## src/logic/ssr_regs.svh

```systemverilog
// register offsets, bit positions, reset values and timing counts of the serial status/data block
`ifndef SSR_REGS_SVH
`define SSR_REGS_SVH
`define SSR_ADDR_W          8
`define SSR_OFF_DATA        8'h21
`define SSR_OFF_CTRL        8'h22
`define SSR_OFF_CSR         8'h23
`define SSR_CTRL_IRQ_EN     7
`define SSR_CTRL_PERIPH_EN  6
`define SSR_CTRL_DIV_EN     5
`define SSR_CTRL_MASTER     4
`define SSR_CTRL_CPOL       3
`define SSR_CTRL_CPHA       2
`define SSR_CSR_XFER_DONE   7
`define SSR_CSR_WRITE_COLLISION_FLAG        6
`define SSR_CSR_OVERRUN     5
`define SSR_CSR_MODE_FAULT  4
`define SSR_CSR_RSVD        3
`define SSR_CSR_OUT_DIS     2
`define SSR_CSR_SOFT_SEL    1
`define SSR_CSR_INT_SEL     0
`define SSR_CTRL_RESET      8'h00
`define SSR_CSR_RESET       8'h00
`define SSR_BITS_PER_BYTE   4'h8
`define SSR_HALF_4          7'h01
`define SSR_HALF_8          7'h03
`define SSR_HALF_16         7'h07
`define SSR_HALF_32         7'h0F
`define SSR_HALF_64         7'h1F
`define SSR_HALF_128        7'h3F
`endif

```

## src/logic/ssr_pkg.sv

```systemverilog
// types shared by the serial status/data block
`default_nettype none
package ssr_pkg;
    typedef enum logic [1:0] {
        SSR_IDLE,
        SSR_SHIFT,
        SSR_DONE
    } ssr_state_t;

    // register bus request
    typedef struct packed {
        logic [7:0] addr;
        logic [7:0] wdata;
        logic       wr;
        logic       rd;
    } ssr_bus_req_t;

    // serial pins seen from the block
    typedef struct packed {
        logic sck;
        logic mosi;
        logic miso;
        logic ss_n;
    } ssr_pins_t;
endpackage
`default_nettype wire

```

## src/logic/ssr_core.sv

```systemverilog
// serial peripheral status, flag and data register logic with shift engine
//
// How it works
// - transfer done sets bit 7, may interrupt
// - done clears after status access, data access
// - data writes ignored while done, until status read
// - data write during transfer sets collision bit 6
// - byte arriving while done sets overrun bit 5
// - status read clears overrun
// - select low as master sets fault bit 4
// - fault clears: control access then control write
// - output disable releases serial output pin
// - soft select ignores pin, uses internal bit
// - internal bit zero selects, one deselects
// - master data write starts one byte transfer
// - last cycle copies shift byte to read buffer only while done is clear
// - permitted write loads shift register directly
// - data, control, status at three consecutive addresses
// - reset clears whole status register
// - shared interrupt from done, fault, overrun
// - collision flag never causes interrupt
// - mode fault clears enable and master bits
`include "ssr_regs.svh"
`timescale 1ns/1ns
`default_nettype none
module ssr_core
    import ssr_pkg::*;
(
    // clock, reset, enable
    input  wire logic       core_clk_i,
    input  wire logic       reset_i,
    input  wire logic       clk_en_i,
    // register port
    input  wire logic [7:0] addr_i,
    input  wire logic [7:0] wdata_i,
    input  wire logic       wr_i,
    input  wire logic       rd_i,
    output logic      [7:0] rdata_o,
    output logic            irq_o,
    // serial clock pin
    input  wire logic       sck_i,
    output logic            sck_o,
    output logic            sck_oe_o,
    // master out slave in pin
    input  wire logic       mosi_i,
    output logic            mosi_o,
    output logic            mosi_oe_o,
    // master in slave out pin
    input  wire logic       miso_i,
    output logic            miso_o,
    output logic            miso_oe_o,
    // slave select pin
    input  wire logic       ss_n_i
);

    ssr_bus_req_t bus;
    ssr_pins_t    pin_meta_reg;
    ssr_pins_t    pin_sync_reg;
    logic         sck_prev_reg;
    logic [7:0] ctrl_reg;
    logic       xfer_done_flag_reg;
    logic       write_collision_flag_reg;
    logic       overrun_flag_reg;
    logic       mode_fault_flag_reg;
    logic       output_disable_reg;
    logic       select_soft_manage_reg;
    logic       internal_select_level_reg;
    logic       csr_seen_reg;
    logic       csr_read_seen_reg;
    logic       ctrl_seen_reg;
    ssr_state_t state_reg;
    logic [7:0] shift_reg;
    logic [7:0] rx_buf_reg;
    logic [3:0] bit_cnt_reg;
    logic [6:0] div_cnt_reg;
    logic       sck_int_reg;
    logic       sampled_reg;
    logic       out_bit_reg;
    // register bus decode
    function automatic logic hit(input logic [7:0] a, input logic [7:0] off);
        hit = (a == off);
    endfunction
    assign bus = '{addr: addr_i, wdata: wdata_i, wr: wr_i, rd: rd_i};
    logic acc_data;
    logic acc_ctrl;
    logic acc_csr;
    assign acc_data = (bus.wr | bus.rd) & hit(bus.addr, `SSR_OFF_DATA);
    assign acc_ctrl = (bus.wr | bus.rd) & hit(bus.addr, `SSR_OFF_CTRL);
    assign acc_csr  = (bus.wr | bus.rd) & hit(bus.addr, `SSR_OFF_CSR);

    // pin synchroniser
    always_ff @(posedge core_clk_i) begin
        if (reset_i) begin
            pin_meta_reg <= '{sck: 1'b0, mosi: 1'b0, miso: 1'b0, ss_n: 1'b1};
            pin_sync_reg <= '{sck: 1'b0, mosi: 1'b0, miso: 1'b0, ss_n: 1'b1};
            sck_prev_reg <= 1'b0;
        end else if (clk_en_i) begin
            pin_meta_reg <= '{sck: sck_i, mosi: mosi_i, miso: miso_i, ss_n: ss_n_i};
            pin_sync_reg <= pin_meta_reg;
            sck_prev_reg <= pin_sync_reg.sck;
        end
    end

    logic periph_en;
    logic is_master;
    logic cpol;
    logic cpha;
    logic select_n;
    assign periph_en = ctrl_reg[`SSR_CTRL_PERIPH_EN];
    assign is_master = ctrl_reg[`SSR_CTRL_MASTER];
    assign cpol      = ctrl_reg[`SSR_CTRL_CPOL];
    assign cpha      = ctrl_reg[`SSR_CTRL_CPHA];
    assign select_n  = select_soft_manage_reg ? internal_select_level_reg : pin_sync_reg.ss_n;

    logic fault_evt;
    assign fault_evt = periph_en & is_master & ~select_n;

    // transfer engine events
    logic busy;
    logic data_wr_ok;
    logic byte_done;
    logic lead_edge;
    logic trail_edge;
    logic slave_lead;
    logic slave_trail;
    logic half_tick;
    logic [6:0] half_period;

    assign busy = (state_reg == SSR_SHIFT);
    assign data_wr_ok = bus.wr & hit(bus.addr, `SSR_OFF_DATA) & ~busy & ~(xfer_done_flag_reg & ~csr_read_seen_reg);

    // master half period from divider and rate select bits
    always_comb begin
        case ({ctrl_reg[`SSR_CTRL_DIV_EN], ctrl_reg[1:0]})
            3'b100:  half_period = `SSR_HALF_4;
            3'b000:  half_period = `SSR_HALF_8;
            3'b001:  half_period = `SSR_HALF_16;
            3'b110:  half_period = `SSR_HALF_32;
            3'b010:  half_period = `SSR_HALF_64;
            3'b011:  half_period = `SSR_HALF_128;
            default: half_period = `SSR_HALF_8;
        endcase
    end

    assign half_tick   = is_master & busy & (div_cnt_reg == half_period);
    assign slave_lead  = ~is_master & ~select_n & (pin_sync_reg.sck != sck_prev_reg) & (pin_sync_reg.sck != cpol);
    assign slave_trail = ~is_master & ~select_n & (pin_sync_reg.sck != sck_prev_reg) & (pin_sync_reg.sck == cpol);
    assign lead_edge   = is_master ? (half_tick & (sck_int_reg == cpol)) : slave_lead;
    assign trail_edge  = is_master ? (half_tick & (sck_int_reg != cpol)) : slave_trail;
    assign byte_done   = busy & trail_edge & (bit_cnt_reg == `SSR_BITS_PER_BYTE - 4'h1);

    logic in_bit;
    assign in_bit = is_master ? pin_sync_reg.miso : pin_sync_reg.mosi;

    // shift engine
    always_ff @(posedge core_clk_i) begin
        if (reset_i) begin
            state_reg   <= SSR_IDLE;
            shift_reg   <= 8'h00;
            bit_cnt_reg <= 4'h0;
            div_cnt_reg <= 7'h00;
            sck_int_reg <= 1'b0;
            sampled_reg <= 1'b0;
            out_bit_reg <= 1'b0;
        end else if (clk_en_i) begin
            case (state_reg)
                SSR_IDLE: begin
                    sck_int_reg <= cpol;
                    div_cnt_reg <= 7'h00;
                    bit_cnt_reg <= 4'h0;
                    if (data_wr_ok) begin
                        shift_reg   <= bus.wdata;
                        out_bit_reg <= bus.wdata[7];
                        if (is_master & periph_en) begin
                            state_reg <= SSR_SHIFT;
                        end
                    end
                    if (periph_en & ~is_master & ~select_n & (slave_lead | slave_trail)) begin
                        state_reg <= SSR_SHIFT;
                        if (cpha ? slave_lead : 1'b0) begin
                            out_bit_reg <= shift_reg[7];
                        end else if (slave_lead) begin
                            sampled_reg <= in_bit;
                        end
                    end
                end
                SSR_SHIFT: begin
                    if (~periph_en) begin
                        state_reg <= SSR_IDLE;
                    end else begin
                        if (is_master) begin
                            div_cnt_reg <= half_tick ? 7'h00 : div_cnt_reg + 7'h01;
                            if (half_tick) begin
                                sck_int_reg <= ~sck_int_reg;
                            end
                        end
                        // sample on the capture edge, shift on the trailing edge in both phase modes
                        if (cpha ? trail_edge : lead_edge) begin
                            sampled_reg <= in_bit;
                        end
                        if (trail_edge) begin
                            shift_reg   <= {shift_reg[6:0], cpha ? in_bit : sampled_reg};
                            out_bit_reg <= shift_reg[6];
                            bit_cnt_reg <= bit_cnt_reg + 4'h1;
                        end
                        if (byte_done) begin
                            state_reg <= SSR_DONE;
                        end
                    end
                end
                SSR_DONE: begin
                    sck_int_reg <= cpol;
                    state_reg   <= SSR_IDLE;
                end
                default: state_reg <= SSR_IDLE;
            endcase
        end
    end

    logic [7:0] rx_byte;
    assign rx_byte = {shift_reg[6:0], cpha ? in_bit : sampled_reg};

    // read buffer
    always_ff @(posedge core_clk_i) begin
        if (reset_i) begin
            rx_buf_reg <= 8'h00;
        end else if (clk_en_i) begin
            if (byte_done & ~xfer_done_flag_reg) begin
                rx_buf_reg <= rx_byte;
            end
        end
    end

    // control register
    always_ff @(posedge core_clk_i) begin
        if (reset_i) begin
            ctrl_reg <= `SSR_CTRL_RESET;
        end else if (clk_en_i) begin
            if (bus.wr & hit(bus.addr, `SSR_OFF_CTRL)) begin
                ctrl_reg <= bus.wdata;
            end
            if (fault_evt) begin
                ctrl_reg[`SSR_CTRL_PERIPH_EN] <= 1'b0;
                ctrl_reg[`SSR_CTRL_MASTER]    <= 1'b0;
            end
        end
    end

    // sequence trackers for the clearing sequences
    always_ff @(posedge core_clk_i) begin
        if (reset_i) begin
            csr_seen_reg      <= 1'b0;
            csr_read_seen_reg <= 1'b0;
            ctrl_seen_reg     <= 1'b0;
        end else if (clk_en_i) begin
            if (acc_csr) begin
                csr_seen_reg <= 1'b1;
            end else if (acc_data) begin
                csr_seen_reg <= 1'b0;
            end
            if (bus.rd & hit(bus.addr, `SSR_OFF_CSR)) begin
                csr_read_seen_reg <= 1'b1;
            end else if (acc_data) begin
                csr_read_seen_reg <= 1'b0;
            end
            if (acc_ctrl & mode_fault_flag_reg) begin
                ctrl_seen_reg <= 1'b1;
            end else if (~mode_fault_flag_reg) begin
                ctrl_seen_reg <= 1'b0;
            end
        end
    end

    // status flags: a set in the same cycle as its clear wins
    always_ff @(posedge core_clk_i) begin
        if (reset_i) begin
            xfer_done_flag_reg       <= 1'b0;
            write_collision_flag_reg <= 1'b0;
            overrun_flag_reg         <= 1'b0;
            mode_fault_flag_reg      <= 1'b0;
        end else if (clk_en_i) begin
            if (byte_done) begin
                xfer_done_flag_reg <= 1'b1;
            end else if (acc_data & csr_seen_reg) begin
                xfer_done_flag_reg <= 1'b0;
            end
            if (bus.wr & hit(bus.addr, `SSR_OFF_DATA) & busy) begin
                write_collision_flag_reg <= 1'b1;
            end else if (acc_data & csr_read_seen_reg) begin
                write_collision_flag_reg <= 1'b0;
            end
            if (byte_done & xfer_done_flag_reg) begin
                overrun_flag_reg <= 1'b1;
            end else if (bus.rd & hit(bus.addr, `SSR_OFF_CSR)) begin
                overrun_flag_reg <= 1'b0;
            end
            if (fault_evt) begin
                mode_fault_flag_reg <= 1'b1;
            end else if (bus.wr & hit(bus.addr, `SSR_OFF_CTRL) & ctrl_seen_reg) begin
                mode_fault_flag_reg <= 1'b0;
            end
        end
    end

    // software control bits of the status register
    always_ff @(posedge core_clk_i) begin
        if (reset_i) begin
            output_disable_reg        <= 1'b0;
            select_soft_manage_reg    <= 1'b0;
            internal_select_level_reg <= 1'b0;
        end else if (clk_en_i) begin
            if (bus.wr & hit(bus.addr, `SSR_OFF_CSR)) begin
                output_disable_reg        <= bus.wdata[`SSR_CSR_OUT_DIS];
                select_soft_manage_reg    <= bus.wdata[`SSR_CSR_SOFT_SEL];
                internal_select_level_reg <= bus.wdata[`SSR_CSR_INT_SEL];
            end
        end
    end

    // read data, one cycle after the strobe
    logic [7:0] csr_value;
    assign csr_value = {xfer_done_flag_reg, write_collision_flag_reg, overrun_flag_reg, mode_fault_flag_reg,
                        1'b0, output_disable_reg, select_soft_manage_reg, internal_select_level_reg};

    always_ff @(posedge core_clk_i) begin
        if (reset_i) begin
            rdata_o <= 8'h00;
        end else if (clk_en_i) begin
            if (bus.rd) begin
                if (hit(bus.addr, `SSR_OFF_DATA)) begin
                    rdata_o <= rx_buf_reg;
                end else if (hit(bus.addr, `SSR_OFF_CTRL)) begin
                    rdata_o <= ctrl_reg;
                end else if (hit(bus.addr, `SSR_OFF_CSR)) begin
                    rdata_o <= csr_value;
                end else begin
                    rdata_o <= 8'h00;
                end
            end else begin
                rdata_o <= 8'h00;
            end
        end
    end

    always_ff @(posedge core_clk_i) begin
        if (reset_i) begin
            irq_o <= 1'b0;
        end else if (clk_en_i) begin
            irq_o <= ctrl_reg[`SSR_CTRL_IRQ_EN] & (xfer_done_flag_reg | mode_fault_flag_reg | overrun_flag_reg);
        end
    end

    // pin drivers
    logic out_allowed;
    assign out_allowed = periph_en & ~output_disable_reg;

    assign sck_o     = sck_int_reg;
    assign sck_oe_o  = periph_en & is_master;
    assign mosi_o    = out_bit_reg;
    assign mosi_oe_o = out_allowed & is_master;
    assign miso_o    = out_bit_reg;
    assign miso_oe_o = out_allowed & ~is_master & ~select_n;

endmodule
`default_nettype wire

```

## config.mk

```make
export PLATFORM = sky130hd
export DESIGN_NAME = ssr_core
export DESIGN_NICKNAME = d
export VERILOG_FILES = /design/src/logic/ssr_pkg.sv /design/src/logic/ssr_core.sv
export VERILOG_INCLUDE_DIRS = /design/src /design/src/logic
export SDC_FILE = /design/constraint.sdc
export NUM_CORES = 1
export LEC_CHECK = 0
export BUFFER_PORTS_ARGS = -buffer_cell sky130_fd_sc_hd__buf_4
export CAP_MARGIN = 5
export CORE_MARGIN = 10
export CORE_UTILIZATION = 53
export DETAILED_ROUTE_END_ITERATION = 10
export HOLD_SLACK_MARGIN = 0.05
export PLACE_DENSITY = 0.76
export SETUP_SLACK_MARGIN = 0.05
export SLEW_MARGIN = 25
export SYNTH_ARGS = -nofsm -noshare
export SYNTH_HDL_FRONTEND = slang
export SYNTH_SLANG_ARGS = --single-unit
```

## constraint.sdc

```tcl
create_clock -name core_clk_i -period 2.05 [get_ports core_clk_i]
set_clock_uncertainty 0.15 [all_clocks]
set_input_delay 0.41 -clock core_clk_i [delete_from_list [all_inputs] [get_ports core_clk_i]]
set_output_delay 0.41 -clock core_clk_i [all_outputs]
set_load 0.1 [all_outputs]
```

# ---- Word level (Yosys, flattened, before mapping)
# Index checks and enable logic that the tools add are counted.
dict set report classes {
  n_eq_ne 30
  mux 61
  addsub 2
  bitwise_logic 49
  reduce_logical 28
}
# op n
set op_table {}
lappend op_table {{$mux 8} 7}
lappend op_table {{$and 1x1->1} 37}
lappend op_table {{$mux 1} 35}
lappend op_table {{$pmux 6 s5} 1}
lappend op_table {{$mux 7} 4}
lappend op_table {{$eq 8x6->1 const B} 3}
lappend op_table {{$reduce_and 2->1} 11}
lappend op_table {{$reduce_bool 2->1} 9}
lappend op_table {{$pmux 8 s2} 1}
lappend op_table {{$pmux 7 s2} 1}
lappend op_table {{$ne 2x2->1 const B} 6}
lappend op_table {{$reduce_and 4->1} 3}
lappend op_table {{$mux 2} 5}
lappend op_table {{$reduce_and 5->1} 2}
lappend op_table {{$mux 4} 2}
lappend op_table {{$ne 2x1->1 const B} 4}
lappend op_table {{$not 1->1} 8}
lappend op_table {{$pmux 4 s2} 1}
lappend op_table {{$add 7x1->7 const B} 1}
lappend op_table {{$eq 7x7->1} 1}
lappend op_table {{$reduce_and 7->1} 1}
lappend op_table {{$eq 3x2->1 const B} 2}
lappend op_table {{$eq 3x3->1 const B} 2}
lappend op_table {{$ne 3x3->1 const B} 2}
lappend op_table {{13 further kinds} 21}
dict set report word_totals {
  word_cells 201
  regBits 68
  in_bits 25
}

# ---- Logic depth before layout (Yosys ltp)
dict set report depth {
  word_depth 11
  depth_mapped 9
  mapped_depth_nobuf 6
}

# ---- Least setup slack after synthesis
# No wires, ideal clock.
dict set report synth_path {
  kind {reg-to-output}
  startpoint {register select_soft_manage_reg}
  endpoint {output miso_oe_o}
  n_path_buf 0
  required_ns 1.490
  arrival_ns 2.149
  stages_incl_launch_ff 5
  slack_ns -0.659
  path_cell_list {dfxtp_1 mux2_2 nor2_1 nand2_1 nor2_1}
}
dict set report synth_between {
  elab_chain_cells 3
}
# element line
set synth_lines {}
lappend synth_lines {{from (decl)} ssr_core.sv:66} ;# logic select_soft_manage_reg;
lappend synth_lines {{from (signal assigned)} ssr_core.sv:314} ;# select_soft_manage_reg <= bus.wdata[`SSR_CSR_SOFT_SEL];
lappend synth_lines {{$mux 1} ssr_core.sv:113} ;# assign select_n = select_soft_manage_reg ? internal_select_level_reg : pin_sync_reg.ss_n;
lappend synth_lines {{$not 1->1} ssr_core.sv:362} ;# assign miso_oe_o = out_allowed & ~is_master & ~select_n;
lappend synth_lines {{$and 1x1->1} ssr_core.sv:362}
lappend synth_lines {{to (decl)} ssr_core.sv:51} ;# output logic miso_oe_o,
# No other way between the ends.

# ---- Worst setup path after layout
# Ends and elaborated chain as after synthesis.

==> out/metrics.csv <==
stage;metric;value;unit
detailed_routing;ant_nets;0;
worst_setup_path;cp_max_fo;3;
clock_tree;clkTransAtPathRegs;0.08;ns
detailed_routing;drcViolationCount;0;
worst_setup_path;critical_path_class;flop to output pin;
detailed_routing;vias_per_cell;6.25;
cells_and_area;instances_no_fill;598;
grt;grt_pass1_vias;3633;
timing;finalSetupViolations;35;
min_path;min_path_type;input pin to flop;
grt;track_usage;21.9;%
min_path;holdCritStartpoint;ss_n_i;
worst_setup_path;crit_path_frequent_cell;nor2_4;
run;drv_cap;0;
detailed_routing;routed_wl;11800;µm
timing;clock.fmax;439;MHz
timing;finalHoldViolCount;0;
worst_setup_path;rr_worst_depth;9;
worst_setup_path;cp_data_arrival_time;1.72;ns
timing;min_period;2.28;ns
place;port_buffers;39;
timing;fin_ws;-0.227;ns
worst_setup_path;path_cells;mux2_4 > buf_6 > nor2_4 > nand2_4 > nor2_4 > buf_12;
clock_tree;cts_tree;built;
place;dp.cells;567;
worst_setup_path;critPathCaptureType;output pin;
clock_tree;cts_num_sinks;68;
place;place.gp.congestion;0.946;
worst_setup_path;cp-start-kind;flop;
cells_and_area;fin_nets;543;
floorplanning;coreArea;6420;µm²
pwr;ir_drop;0.000431;V
cells_and_area;area_growth;42.8;%
worst_setup_path;slowest_delay;0.36;ns
detailed_routing;vias;3740;
floorplanning;die_width;102;µm
detailed_routing;drt_iter0_drc;403;
synth;synth_cells;417;
clock_tree;clk_path_buf_depth;2;
cells_and_area;drive_above_1_share;39.5;%
clock_tree;insertion_delay;0.35;ns
worst_setup_path;r2r_start;ctrl_reg[0]$_SDFFE_PP0P_;
floorplanning;initial_core_util;55.4;%
synth;synth_warnings;0;
synth;synthArstFlopShare;0;%
clock_tree;numCtsBuffers;9;
worst_setup_path;regToRegEndpoint;rx_buf_reg[3]$_SDFFE_PP0P_;
synth;ys.flop_type;dfxtp_1;
clock_tree;ctsHoldBuffers;0;
place;hpwl;7850;µm
worst_setup_path;cp.required;1.49;ns
floorplanning;dieArea;10400;µm²
min_path;whs_path_depth;3;
grt;grt_overflow_total;0;
floorplanning;rows;29;
worst_setup_path;rrSetupSlack;-0.22;ns
timing;post-route-period-util;111;%
grt;grt_max_degree;26;
pwr;p_per_area;574;nW/µm²
timing;slew_viol_final;0;
floorplanning;fp.dieH;102;µm
cells_and_area;n_fill_cell;399;
synth;avgSynthCellArea;8.53;µm²
place;post-place-ws;-0.363;ns
detailed_routing;dr.pass1.iters;5;
timing;tightest_slew;0.377;ns
synth;synth-edff-count;0;
timing;fin_hold_ws;0.134;ns
cells_and_area;antennaDiodeCount;0;
floorplanning;io_pins;40;
clock_tree;root_buffer;clkbuf_8;
clock_tree;cts.htree.levels;3;
timing;maxSlewHeadroom;74.5;%
run_status;status;complete, but fails checks;
min_path;holdPathEnd;pin_meta_reg[0]$_SDFFE_PP1P_;
synth;synth_cell_type_count;65;
pwr;power_leakage;0.00212;µW
timing;rsz0062_at_grt;yes;
worst_setup_path;crit_slowest_cell;dfxtp_2;
grt;grt_antenna_before_repair;0;
detailed_routing;wl_per_cell;19.7;µm
synth;synth_nets;444;
synth;yosys_register_bits;68;
synth;syn_area;3560;µm²
synth;ys_seq_area_share;38.3;%
grt;grt_first_pass_wirelength;18100;µm
run_status;violations;negative setup slack;
worst max-delay path by stage:
| stage | startpoint | end | slack [ns] | depth (start not counted) |
|---|---|---|---|---|
| global placement | addr_i[3] | rx_buf_reg[5]$_SDFFE_PP0P_ | -0.24 | 8 |
| finish | select_soft_manage_reg$_SDFFE_PP0P_ | miso_oe_o | -0.23 | 6 |
| CTS | ctrl_reg[1]$_SDFFE_PP0P_ | bit_cnt_reg[0]$_SDFFE_PP0P_ | -0.17 | 8 |
| detailed placement | addr_i[3] | rx_buf_reg[5]$_SDFFE_PP0P_ | -0.36 | 8 |
| floorplan | select_soft_manage_reg$_SDFFE_PP0P_ | miso_oe_o | -0.20 | 4 |
| global route | ctrl_reg[0]$_SDFFE_PP0P_ | rx_buf_reg[3]$_SDFFE_PP0P_ | -0.29 | 9 |
per-layer routing:
metal  up-vias  share of wire, %  GRT usage [%]
li1       1703                 -              -
met1      1796                40           26.4
met2       192                48           36.6
met3        49               8.1           3.91
met4         0               4.1           11.4
met5         -                 0              0
power breakdown:
group	switching, µW	leakage, µW	total (µW)	internal, µW
clock network	550	0.000117	1360	811
logic	136	0.00144	224	88.2
registers	7.69	0.000556	1330	1320
area by class of cell:
class / instances / area [µm²] / share of cell area, %
multi-input cells: 307 / 2360 / 46.4
flip-flops and latches: 68 / 1390 / 27.4
repair buffers: 114 / 937 / 18.4
clock buffers: 10 / 128 / 2.51
clock inverters: 6 / 111 / 2.19
well taps: 77 / 96.3 / 1.90
inverters: 16 / 60.1 / 1.18
cell usage after synthesis (2+ instances only):
cell        n  share of area [%]
xor2_1      4               0.98
a21o_1      2               0.42
nand2_1    42                4.4
mux2_2      7                2.2
o41ai_1     2               0.49
nand3b_1    3               0.63
inv_1      15                1.6
nand2b_1    6                1.1
o21ai_0    16                2.3
nor4b_1     3               0.74
buf_6       2               0.63
a21oi_1    33                4.6
o2111ai_1   2               0.49
ha_1        2               0.70
and3_1      3               0.53
nand4_1     5               0.88
a211oi_1   16                3.4
nor3_1      5               0.70
xnor2_1     7                1.7
nor2_1     46                4.9
dfxtp_1    68                 38
mux2i_1    36                 10
a22oi_1    10                2.1
nor3b_1     4               0.84
and4_1      3               0.74
or2_2       2               0.35
or3_1       3               0.53
nor2b_1     3               0.53
o32ai_1     2               0.49
nand3_1     9                1.3
buf_4       4               0.84
clkbuf_1   18                1.9
o211a_1     2               0.56
stage by stage:
step / util, % / TNS (ns) / total power, µW / area, µm²
global placement: 68.3 / -4.17 / 1570 / 4390
CTS: 75.7 / -3.46 / 2900 / 4860
detailed placement: 68.3 / -6.95 / 1570 / 4390
finish: 79.1 / -5.06 / 2910 / 5080
floorplan: - / -2.78 / 1480 / 3680
global route: 79.1 / -7.27 / 2990 / 5080
what timing repair did:
action                     4_1_cts  5_1_grt
buffers inserted                10        7
setup endpoints to repair       37       36
gates resized for setup         43       40
pin swaps                       17       28
cell families (layout without fill, tap and decap cells):
| group | after synthesis | after routing | synth area share, % |
|---|---|---|---|
| AOI/OAI and AO/OA | 104 | 104 | 20.2 |
| xor gates and xnor gates | 11 | 11 | 2.71 |
| adders and majority gates | 2 | 2 | 0.703 |
| buffers and inverters | 42 | 146 | 5.31 |
| DFF | 68 | 68 | 38.3 |
| muxes | 43 | 43 | 12.3 |
| and+or+nand+nor | 147 | 147 | 20.5 |
cells in the final DEF, fill, tap and decap left out, types with 3 or more instances in the layout:
cell type   n
o21ai_0    13
clkbuf_8    9
nand4_1     5
or3_1       3
nor2_1     43
bufinv_16   3
buf_4      97
xnor2_1     7
nand2b_1    5
nand3_1     9
nor2_4      4
a21oi_2     5
inv_1      15
dfxtp_2     3
a22oi_1     9
dfxtp_4     7
nor3_1      3
nand2_1    40
nand3b_1    3
mux2i_1    36
buf_6      15
and4_1      3
mux2_2      6
xor2_1      4
a211oi_2   13
a21oi_1    28
and3_1      3
dfxtp_1    58
worst max-delay path, delay by kind of cell (launching register included):
kind / cells / cell delay (ns)
DFF: 1 / 0.36
muxes: 1 / 0.33
buffers and inverters: 2 / 0.33
and+or+nand+nor: 3 / 0.34
Note: power is estimated with default switching activity, not from simulation.
